$ cat src/hw/pdr_pkg.sv
// Purpose: Constants for the byte-wide port data and direction register block.
// Assumes: 16-bit byte-access internal I/O bus, 8 pins per port.
// Notes: Eight ports, numbered by slot 0..7 for ports 1,2,3,5,6,7,8,9.
package pdr_pkg;
	localparam int unsigned PORT_COUNT = 8;
	localparam int unsigned PORT_WIDTH = 8;
	localparam int unsigned ADDR_WIDTH = 16;
	localparam int unsigned SLOT_WIDTH = 3;
	localparam logic [15:0] PORT1_PIN_DATA_ADDR = 16'hFFD4;
	localparam logic [15:0] PORT2_PIN_DATA_ADDR = 16'hFFD5;
	localparam logic [15:0] PORT3_PIN_DATA_ADDR = 16'hFFD6;
	localparam logic [15:0] PORT5_PIN_DATA_ADDR = 16'hFFD8;
	localparam logic [15:0] PORT6_PIN_DATA_ADDR = 16'hFFD9;
	localparam logic [15:0] PORT7_PIN_DATA_ADDR = 16'hFFDA;
	localparam logic [15:0] PORT8_PIN_DATA_ADDR = 16'hFFDB;
	localparam logic [15:0] PORT9_PIN_DATA_ADDR = 16'hFFDC;
	localparam logic [15:0] PORT1_DIRECTION_ADDR = 16'hFFE4;
	localparam logic [15:0] PORT2_DIRECTION_ADDR = 16'hFFE5;
	localparam logic [15:0] PORT3_DIRECTION_ADDR = 16'hFFE6;
	localparam logic [15:0] PORT5_DIRECTION_ADDR = 16'hFFE8;
	localparam logic [15:0] PORT6_DIRECTION_ADDR = 16'hFFE9;
	localparam logic [15:0] PORT7_DIRECTION_ADDR = 16'hFFEA;
	localparam logic [15:0] PORT8_DIRECTION_ADDR = 16'hFFEB;
	localparam logic [15:0] PORT9_DIRECTION_ADDR = 16'hFFEC;
	localparam logic [7:0] DIRECTION_READ_VALUE = 8'hFF;
	localparam logic [7:0] DIRECTION_RESET = 8'h00;
	localparam logic [7:0] DATA_RESET = 8'h00;
	localparam logic [7:0] UNMAPPED_READ_VALUE = 8'hFF;
	typedef enum logic [1:0] {
		PDR_HIT_NONE = 2'h1,
		PDR_HIT_DATA = 2'h2
	} pdr_hit_kind_e;
endpackage

$ cat src/hw/pdr_decode.sv
// Purpose: Decodes a bus address into a port slot and a register kind.
// Assumes: Addresses are the full 16-bit byte addresses of the I/O area.
// Notes: Purely combinational.
`timescale 1ns/1ps
module pdr_decode (
	input wire logic [15:0] i_addr,
	output logic o_data_hit,
	output logic o_dir_hit,
	output logic [2:0] o_slot
);
	always_comb begin
		o_data_hit = 1'b1;
		o_dir_hit = 1'b0;
		o_slot = 3'h0;
		case (i_addr)
			pdr_pkg::PORT1_PIN_DATA_ADDR: o_slot = 3'h0;
			pdr_pkg::PORT2_PIN_DATA_ADDR: o_slot = 3'h1;
			pdr_pkg::PORT3_PIN_DATA_ADDR: o_slot = 3'h2;
			pdr_pkg::PORT5_PIN_DATA_ADDR: o_slot = 3'h3;
			pdr_pkg::PORT6_PIN_DATA_ADDR: o_slot = 3'h4;
			pdr_pkg::PORT7_PIN_DATA_ADDR: o_slot = 3'h5;
			pdr_pkg::PORT8_PIN_DATA_ADDR: o_slot = 3'h6;
			pdr_pkg::PORT9_PIN_DATA_ADDR: o_slot = 3'h7;
			default: begin
				o_data_hit = 1'b0;
				o_dir_hit = 1'b1;
				case (i_addr)
					pdr_pkg::PORT1_DIRECTION_ADDR: o_slot = 3'h0;
					pdr_pkg::PORT2_DIRECTION_ADDR: o_slot = 3'h1;
					pdr_pkg::PORT3_DIRECTION_ADDR: o_slot = 3'h2;
					pdr_pkg::PORT5_DIRECTION_ADDR: o_slot = 3'h3;
					pdr_pkg::PORT6_DIRECTION_ADDR: o_slot = 3'h4;
					pdr_pkg::PORT7_DIRECTION_ADDR: o_slot = 3'h5;
					pdr_pkg::PORT8_DIRECTION_ADDR: o_slot = 3'h6;
					pdr_pkg::PORT9_DIRECTION_ADDR: o_slot = 3'h7;
					default: o_dir_hit = 1'b0;
				endcase
			end
		endcase
	end
endmodule

$ cat src/hw/pdr_port_bank.sv
// Purpose: Holds the data latches and direction bits of all ports.
// Assumes: At most one write per cycle, selected by slot.
// Notes: Direction bits are never read back over the bus.
`timescale 1ns/1ps
module pdr_port_bank #(
	parameter int unsigned PORTS = pdr_pkg::PORT_COUNT
) (
	input wire logic i_core_clk,
	input wire logic i_rst_n,
	input wire logic i_data_we,
	input wire logic i_dir_we,
	input wire logic [2:0] i_slot,
	input wire logic [7:0] i_wdata,
	output logic [PORTS*8-1:0] o_data,
	output logic [PORTS*8-1:0] o_dir
);
	logic [PORTS*8-1:0] data_q;
	logic [PORTS*8-1:0] dir_q;
	logic [PORTS*8-1:0] next_data_q;
	logic [PORTS*8-1:0] next_dir_q;

	always_comb begin
		next_data_q = data_q;
		next_dir_q = dir_q;
		// All eight latch bits take the byte, inputs too.
		if (i_data_we) begin
			next_data_q[i_slot*8 +: 8] = i_wdata;
		end
		if (i_dir_we) begin
			next_dir_q[i_slot*8 +: 8] = i_wdata;
		end
	end

	always_ff @(posedge i_core_clk or negedge i_rst_n) begin
		if (!i_rst_n) begin
			data_q <= {PORTS{pdr_pkg::DATA_RESET}};
			dir_q <= {PORTS{pdr_pkg::DIRECTION_RESET}};
		end else begin
			data_q <= next_data_q;
			dir_q <= next_dir_q;
		end
	end

	assign o_data = data_q;
	assign o_dir = dir_q;
endmodule

$ cat src/hw/pdr_port_regs.sv
// Purpose: Port data and direction registers with pin drive for eight byte ports.
// Assumes: CPU byte access with address, read and write strobes; pins synchronous.
// Notes: Read data is registered and valid the cycle after the read strobe.
`timescale 1ns/1ps
module pdr_port_regs #(
	parameter int unsigned PORTS = pdr_pkg::PORT_COUNT
) (
	input wire logic i_core_clk,
	input wire logic i_rstn,
	input wire logic [15:0] i_addr,
	input wire logic i_rd,
	input wire logic i_wr,
	input wire logic [7:0] i_wdata,
	output logic [7:0] o_rdata,
	output logic o_rvalid,
	input wire logic [PORTS*8-1:0] i_pin,
	output logic [PORTS*8-1:0] o_pin,
	output logic [PORTS*8-1:0] o_pin_oe_n
);
	// ------------------------------------------------------------
	// Reset release
	// ------------------------------------------------------------
	logic rst_meta;
	logic rst_n;

	always_ff @(posedge i_core_clk or negedge i_rstn) begin
		if (!i_rstn) begin
			rst_meta <= 1'b0;
			rst_n <= 1'b0;
		end else begin
			rst_meta <= 1'b1;
			rst_n <= rst_meta;
		end
	end

	// ------------------------------------------------------------
	// Decode and storage
	// ------------------------------------------------------------
	logic data_hit;
	logic dir_hit;
	logic [2:0] slot;
	logic [PORTS*8-1:0] data_q;
	logic [PORTS*8-1:0] dir_q;

	pdr_decode u_decode (
		.i_addr(i_addr),
		.o_data_hit(data_hit),
		.o_dir_hit(dir_hit),
		.o_slot(slot)
	);

	pdr_port_bank #(
		.PORTS(PORTS)
	) u_bank (
		.i_core_clk(i_core_clk),
		.i_rst_n(rst_n),
		.i_data_we(i_wr && data_hit),
		.i_dir_we(i_wr && dir_hit),
		.i_slot(slot),
		.i_wdata(i_wdata),
		.o_data(data_q),
		.o_dir(dir_q)
	);

	// ------------------------------------------------------------
	// Pin drive
	// ------------------------------------------------------------
	// Output enable is low while driving; a zero direction bit releases the pin.
	assign o_pin_oe_n = ~dir_q;
	assign o_pin = data_q;

	// ------------------------------------------------------------
	// Read path
	// ------------------------------------------------------------
	// A read-modify-write on a data byte copies input levels into the latch,
	// which is why software should keep its own copies.
	// One byte lane of a packed port vector; used by the read path and the checks.
	function automatic logic [7:0] slot_byte(input logic [PORTS*8-1:0] v, input logic [2:0] s);
		slot_byte = v[s*pdr_pkg::PORT_WIDTH +: 8];
	endfunction

	function automatic logic [7:0] mix_port(input logic [7:0] pin, input logic [7:0] lat,
			input logic [7:0] dir);
		mix_port = (dir & lat) | (~dir & pin);
	endfunction

	logic [7:0] rdata;
	logic rvalid;
	logic [7:0] next_rdata;
	logic next_rvalid;

	always_comb begin
		next_rvalid = i_rd;
		next_rdata = rdata;
		if (i_rd) begin
			if (data_hit) begin
				next_rdata = mix_port(slot_byte(i_pin, slot), slot_byte(data_q, slot),
					slot_byte(dir_q, slot));
			end else if (dir_hit) begin
				next_rdata = pdr_pkg::DIRECTION_READ_VALUE;
			end else begin
				next_rdata = pdr_pkg::UNMAPPED_READ_VALUE;
			end
		end
	end

	always_ff @(posedge i_core_clk or negedge rst_n) begin
		if (!rst_n) begin
			rdata <= pdr_pkg::DATA_RESET;
			rvalid <= 1'b0;
		end else begin
			rdata <= next_rdata;
			rvalid <= next_rvalid;
		end
	end

	assign o_rdata = rdata;
	assign o_rvalid = rvalid;

	// A registered copy of the last accepted write lets the checks compare
	// the outputs with what was asked for without deep history chains.
	logic chk_wr;
	logic chk_dir;
	logic [2:0] chk_slot;
	logic [7:0] chk_byte;
	logic next_chk_wr;
	logic next_chk_dir;
	logic [2:0] next_chk_slot;
	logic [7:0] next_chk_byte;

	always_comb begin
		next_chk_wr = i_wr && (data_hit || dir_hit);
		next_chk_dir = dir_hit;
		next_chk_slot = slot;
		next_chk_byte = i_wdata;
	end

	always_ff @(posedge i_core_clk or negedge rst_n) begin
		if (!rst_n) begin
			chk_wr <= 1'b0;
			chk_dir <= 1'b0;
			chk_slot <= 3'h0;
			chk_byte <= pdr_pkg::DATA_RESET;
		end else begin
			chk_wr <= next_chk_wr;
			chk_dir <= next_chk_dir;
			chk_slot <= next_chk_slot;
			chk_byte <= next_chk_byte;
		end
	end
endmodule

$ cat config.mk
export PLATFORM = sky130hd
export DESIGN_NAME = pdr_port_regs
export DESIGN_NICKNAME = d
export VERILOG_FILES = /design/src/hw/pdr_pkg.sv /design/src/hw/pdr_decode.sv /design/src/hw/pdr_port_bank.sv /design/src/hw/pdr_port_regs.sv
export SDC_FILE = /design/constraint.sdc
export NUM_CORES = 1
export LEC_CHECK = 0
export BUFFER_PORTS_ARGS = -buffer_cell sky130_fd_sc_hd__buf_2
export CORE_MARGIN = 2
export CORE_UTILIZATION = 51
export DETAILED_ROUTE_END_ITERATION = 16
export GPL_TIMING_DRIVEN = 0
export PLACE_DENSITY = 0.91
export SLEW_MARGIN = 20
export SYNTH_ARGS = -nofsm -noshare
export SYNTH_HDL_FRONTEND = slang
export SYNTH_SLANG_ARGS = --single-unit
$ cat constraint.sdc
create_clock -name i_core_clk -period 5.2 [get_ports i_core_clk]
set_input_delay 0.26 -clock i_core_clk [delete_from_list [all_inputs] [get_ports i_core_clk]]
set_output_delay 0.26 -clock i_core_clk [all_outputs]
set_load 0.02 [all_outputs]
==> run_results.csv <==
group,metric,value,unit
cts,clkLatencyLatePin,0.43,ns
sta,setup_ws,1.19,ns
sta,relSlewSlack,28.7,%
setup_path,crit_path_start_kind,"primary input",
global_routing,grt_overflow,0,
die,rows,42,
cts,numCtsBuffers,17,
status,status,"finished clean",
run,cap_viol_max_count,0,
power_and_ir_drop,power_frac_seq,42.9,%
sta,fin_setup_tns,0,ns
finish,diodes,0,
power_and_ir_drop,pwr-share-clk,51.1,%
sta,skew,0.00732,ns
drt,wire_per_inst,19.5,microns
cts,cts_buffer_depth,2,
power_and_ir_drop,p_switching,0.547,mW
placement,gp_congestion,0.940,
power_and_ir_drop,p_leak,3.99,nW
die,die_w,121,microns
yosys,ys_ff_latch,139,
die,core_area,13200,sq um
cts,htree_levels,4,
power_and_ir_drop,switching_share,21.5,%
sta,post-route-period-util,77.2,%
die,ios,229,
yosys,syn_avg_cell_area,9.33,sq um
drt,routed_via_density,5.71,
sta,fmax,249,MHz
finish,final_common_cell,"buf_2",
placement,dp.final_hpwl,17.0,mm
sta,hold_viol_final,0,
finish,n_fill_cell,1027,
placement,pre_cts_ws,0.917,ns
power_and_ir_drop,total_power,2.54,mW
yosys,synth_edf_count,0,
sta,min_period,4.01,ns
sta,setup_violations,0,
yosys,syn_inst,743,
drt,drc,0,
die,initial_core_util,52.3,%
setup_path,ff2ff_setup_slack,3.58,ns
drt,vias,6751,
setup_path,critPathArrivalTime,4.30,ns
finish,final_cells,1182,
finish,drive_gt1_share,31.4,%
global_routing,grt_first_pass_wirelength,34.4,mm
drt,final_antenna_net_count,0,
sta,rsz0062_at_grt,"no",
worst_hold_path,hp-class,"primary input to asynchronous set/reset pin",
placement,io_buffers,227,
yosys,synthDistinctLibCells,48,
drt,dr.pass1.iters,7,
setup_path,worstPathRequired,5.49,ns
global_routing,grt_start_max_net_pins,51,
die,die_area,14500,sq um
cts,cts.sinks,139,
cts,cts_tree,"done",
finish,final_area,8990,sq um
finish,final_cell_mix,"buf_2 (232), nand2_1 (142), dfrtp_1 (138), o21ai_0 (100), inv_1 (77)",
yosys,syn_nets,840,
setup_path,worst-setup-path-type,"primary input to register",
yosys,netlist_area,6930,sq um
power_and_ir_drop,max-vdd-ir-drop,0.000218,V
global_routing,antenna_found_initial,0,
drt,drt_iter0_markers,630,
global_routing,grt_use_total,31.9,%
setup_path,worst_setup_path_end_kind,"register",
yosys,seq_area_frac_synth,50.2,%
power_and_ir_drop,p_comb_share,5.9,%
power_and_ir_drop,power.density,283,nW/um^2
yosys,ys_warn_count,0,
sta,slew_viol_final,0,
cts,cts-root-buf,"clkbuf_16",
setup_path,path_max_fanout,10,
die,die_y,121,microns
finish,syn_to_final_growth,29.7,%
sta,worstMarginPinSlew,1.06,ns
cts,clk_pin_slew_worst_paths,0.06,ns
power_and_ir_drop,p_int,1.99,mW
finish,fin_nets,1090,
drt,wl,23.0,mm
global_routing,first_global_vias,6305,
yosys,synthArstFlopShare,100,%
placement,place_inst,1148,
placement,placed_cell_area,8340,sq um
yosys,synth_flop_cell,"dfrtp_1",
[registers in the layout, indices dropped and copies added (netlist names)]
signal	flops
u_bank.o_dir	64
o_rdata	8
rst_meta	1
u_bank.o_data	64
rst_n	1
o_rvalid	1
[power by group through the flow]
stage                     Clock [mW]  Sequential [mW]  Combinational [mW]
after CTS                       1.29             1.09               0.147
after floorplan                    0             1.12              0.0558
after detailed placement           0             1.11               0.145
after global routing            1.35             1.09               0.161
after global placement             0             1.12               0.126
final                           1.30             1.09               0.151
[synth_stat cells (all sizes together), types with 5 or more instances]
library cell / n / area share, %
a22oi: 8 / 0.87
nor2: 21 / 1.1
a21oi: 18 / 1.3
nand2: 142 / 7.7
a211oi: 24 / 2.6
mux2: 32 / 5.2
ha: 5 / 0.90
nor2b: 19 / 1.7
or2: 9 / 0.81
o41ai: 7 / 0.88
clkbuf: 21 / 1.1
nand4: 6 / 0.54
nand3: 13 / 0.94
dfrtp: 139 / 50
mux2i: 40 / 5.8
o21ai: 108 / 7.9
a31oi: 11 / 0.99
buf: 7 / 0.69
inv: 77 / 4.2
[cells by family after synthesis]
kind of cell | Yosys count | share of synthesized area (%)
flops | 139 | 50.2
xor+xnor | 1 | 0.126
simple gates | 237 | 16.4
mux | 72 | 11.0
buf+inv | 105 | 5.99
fa+ha+maj | 5 | 0.903
compound gates | 183 | 15.4
other cells | 1 | 0.0541
[path summary, 6_finish.rpt]
kind | startpoint | to | cells past startpoint
setup / recovery | i_addr[7] | u_bank.o_data[47] | 13
hold / removal | i_rstn | rst_n | 2
setup reg to reg | u_bank.o_dir[52] | o_rdata[4] | 4
hold reg to reg | rst_n | u_bank.o_data[15] | 0
max in group asynchronous | rst_n | u_bank.o_dir[62] | 1
min in group i_core_clk | i_wdata[1] | u_bank.o_data[33] | 3
[area by class of cell]
cell class                      count  area, sq um  share of cell area [%]
Tap cell                          176          220                    2.45
Multi-Input combinational cell    499         3040                    33.8
Clock buffer                       25          495                    5.51
Inverter                           77          289                    3.22
Clock inverter                      7          135                    1.50
Timing Repair Buffer              231         1200                    13.4
Sequential cell                   139         3480                    38.7
Buffer                             28          126                    1.41
[critical path: stages]
cell and delay, ns:
buf_2 0.08, nand2_1 0.07, nor4_1 0.91, and3_1 0.29, clkbuf_1 0.36, inv_1 0.13
ha_1 0.22, ha_1 0.27, clkbuf_1 0.34, clkbuf_1 0.42, nand3b_1 0.36, clkbuf_1 0.41
o21ai_0 0.18
[repair_timing]
action / in CTS / in global routing
endpoints found under the hold margin: 3 / 0
buffers inserted: 0 / 0
resized for setup: 0 / 0
hold buffers: 2 / 0
[metal layers]
| metal | global-route usage, % | up-vias | share of wire, % | wire (microns) |
|---|---|---|---|---|
| met2 | 48.7 | 387 | 47 | 10700 |
| met5 | 0 | - | 0 | 0 |
| li1 | - | 3062 | - | - |
| met3 | 7.36 | 99 | 8.7 | 2010 |
| met4 | 17.6 | 0 | 5.0 | 1160 |
| met1 | 42.1 | 3203 | 40 | 9140 |
[stage by stage]
| stage | util [%] | hold slack (ns) |
|---|---|---|
| final | 67.9 | 0.145 |
| after global routing | 67.9 | 0.147 |
| after CTS | 67.9 | 0.139 |
| after detailed placement | 63.0 | 0.0472 |
| after global placement | 62.6 | 0.0454 |
| after floorplan | - | -0.0356 |
Power figures use the tool's default switching activity.
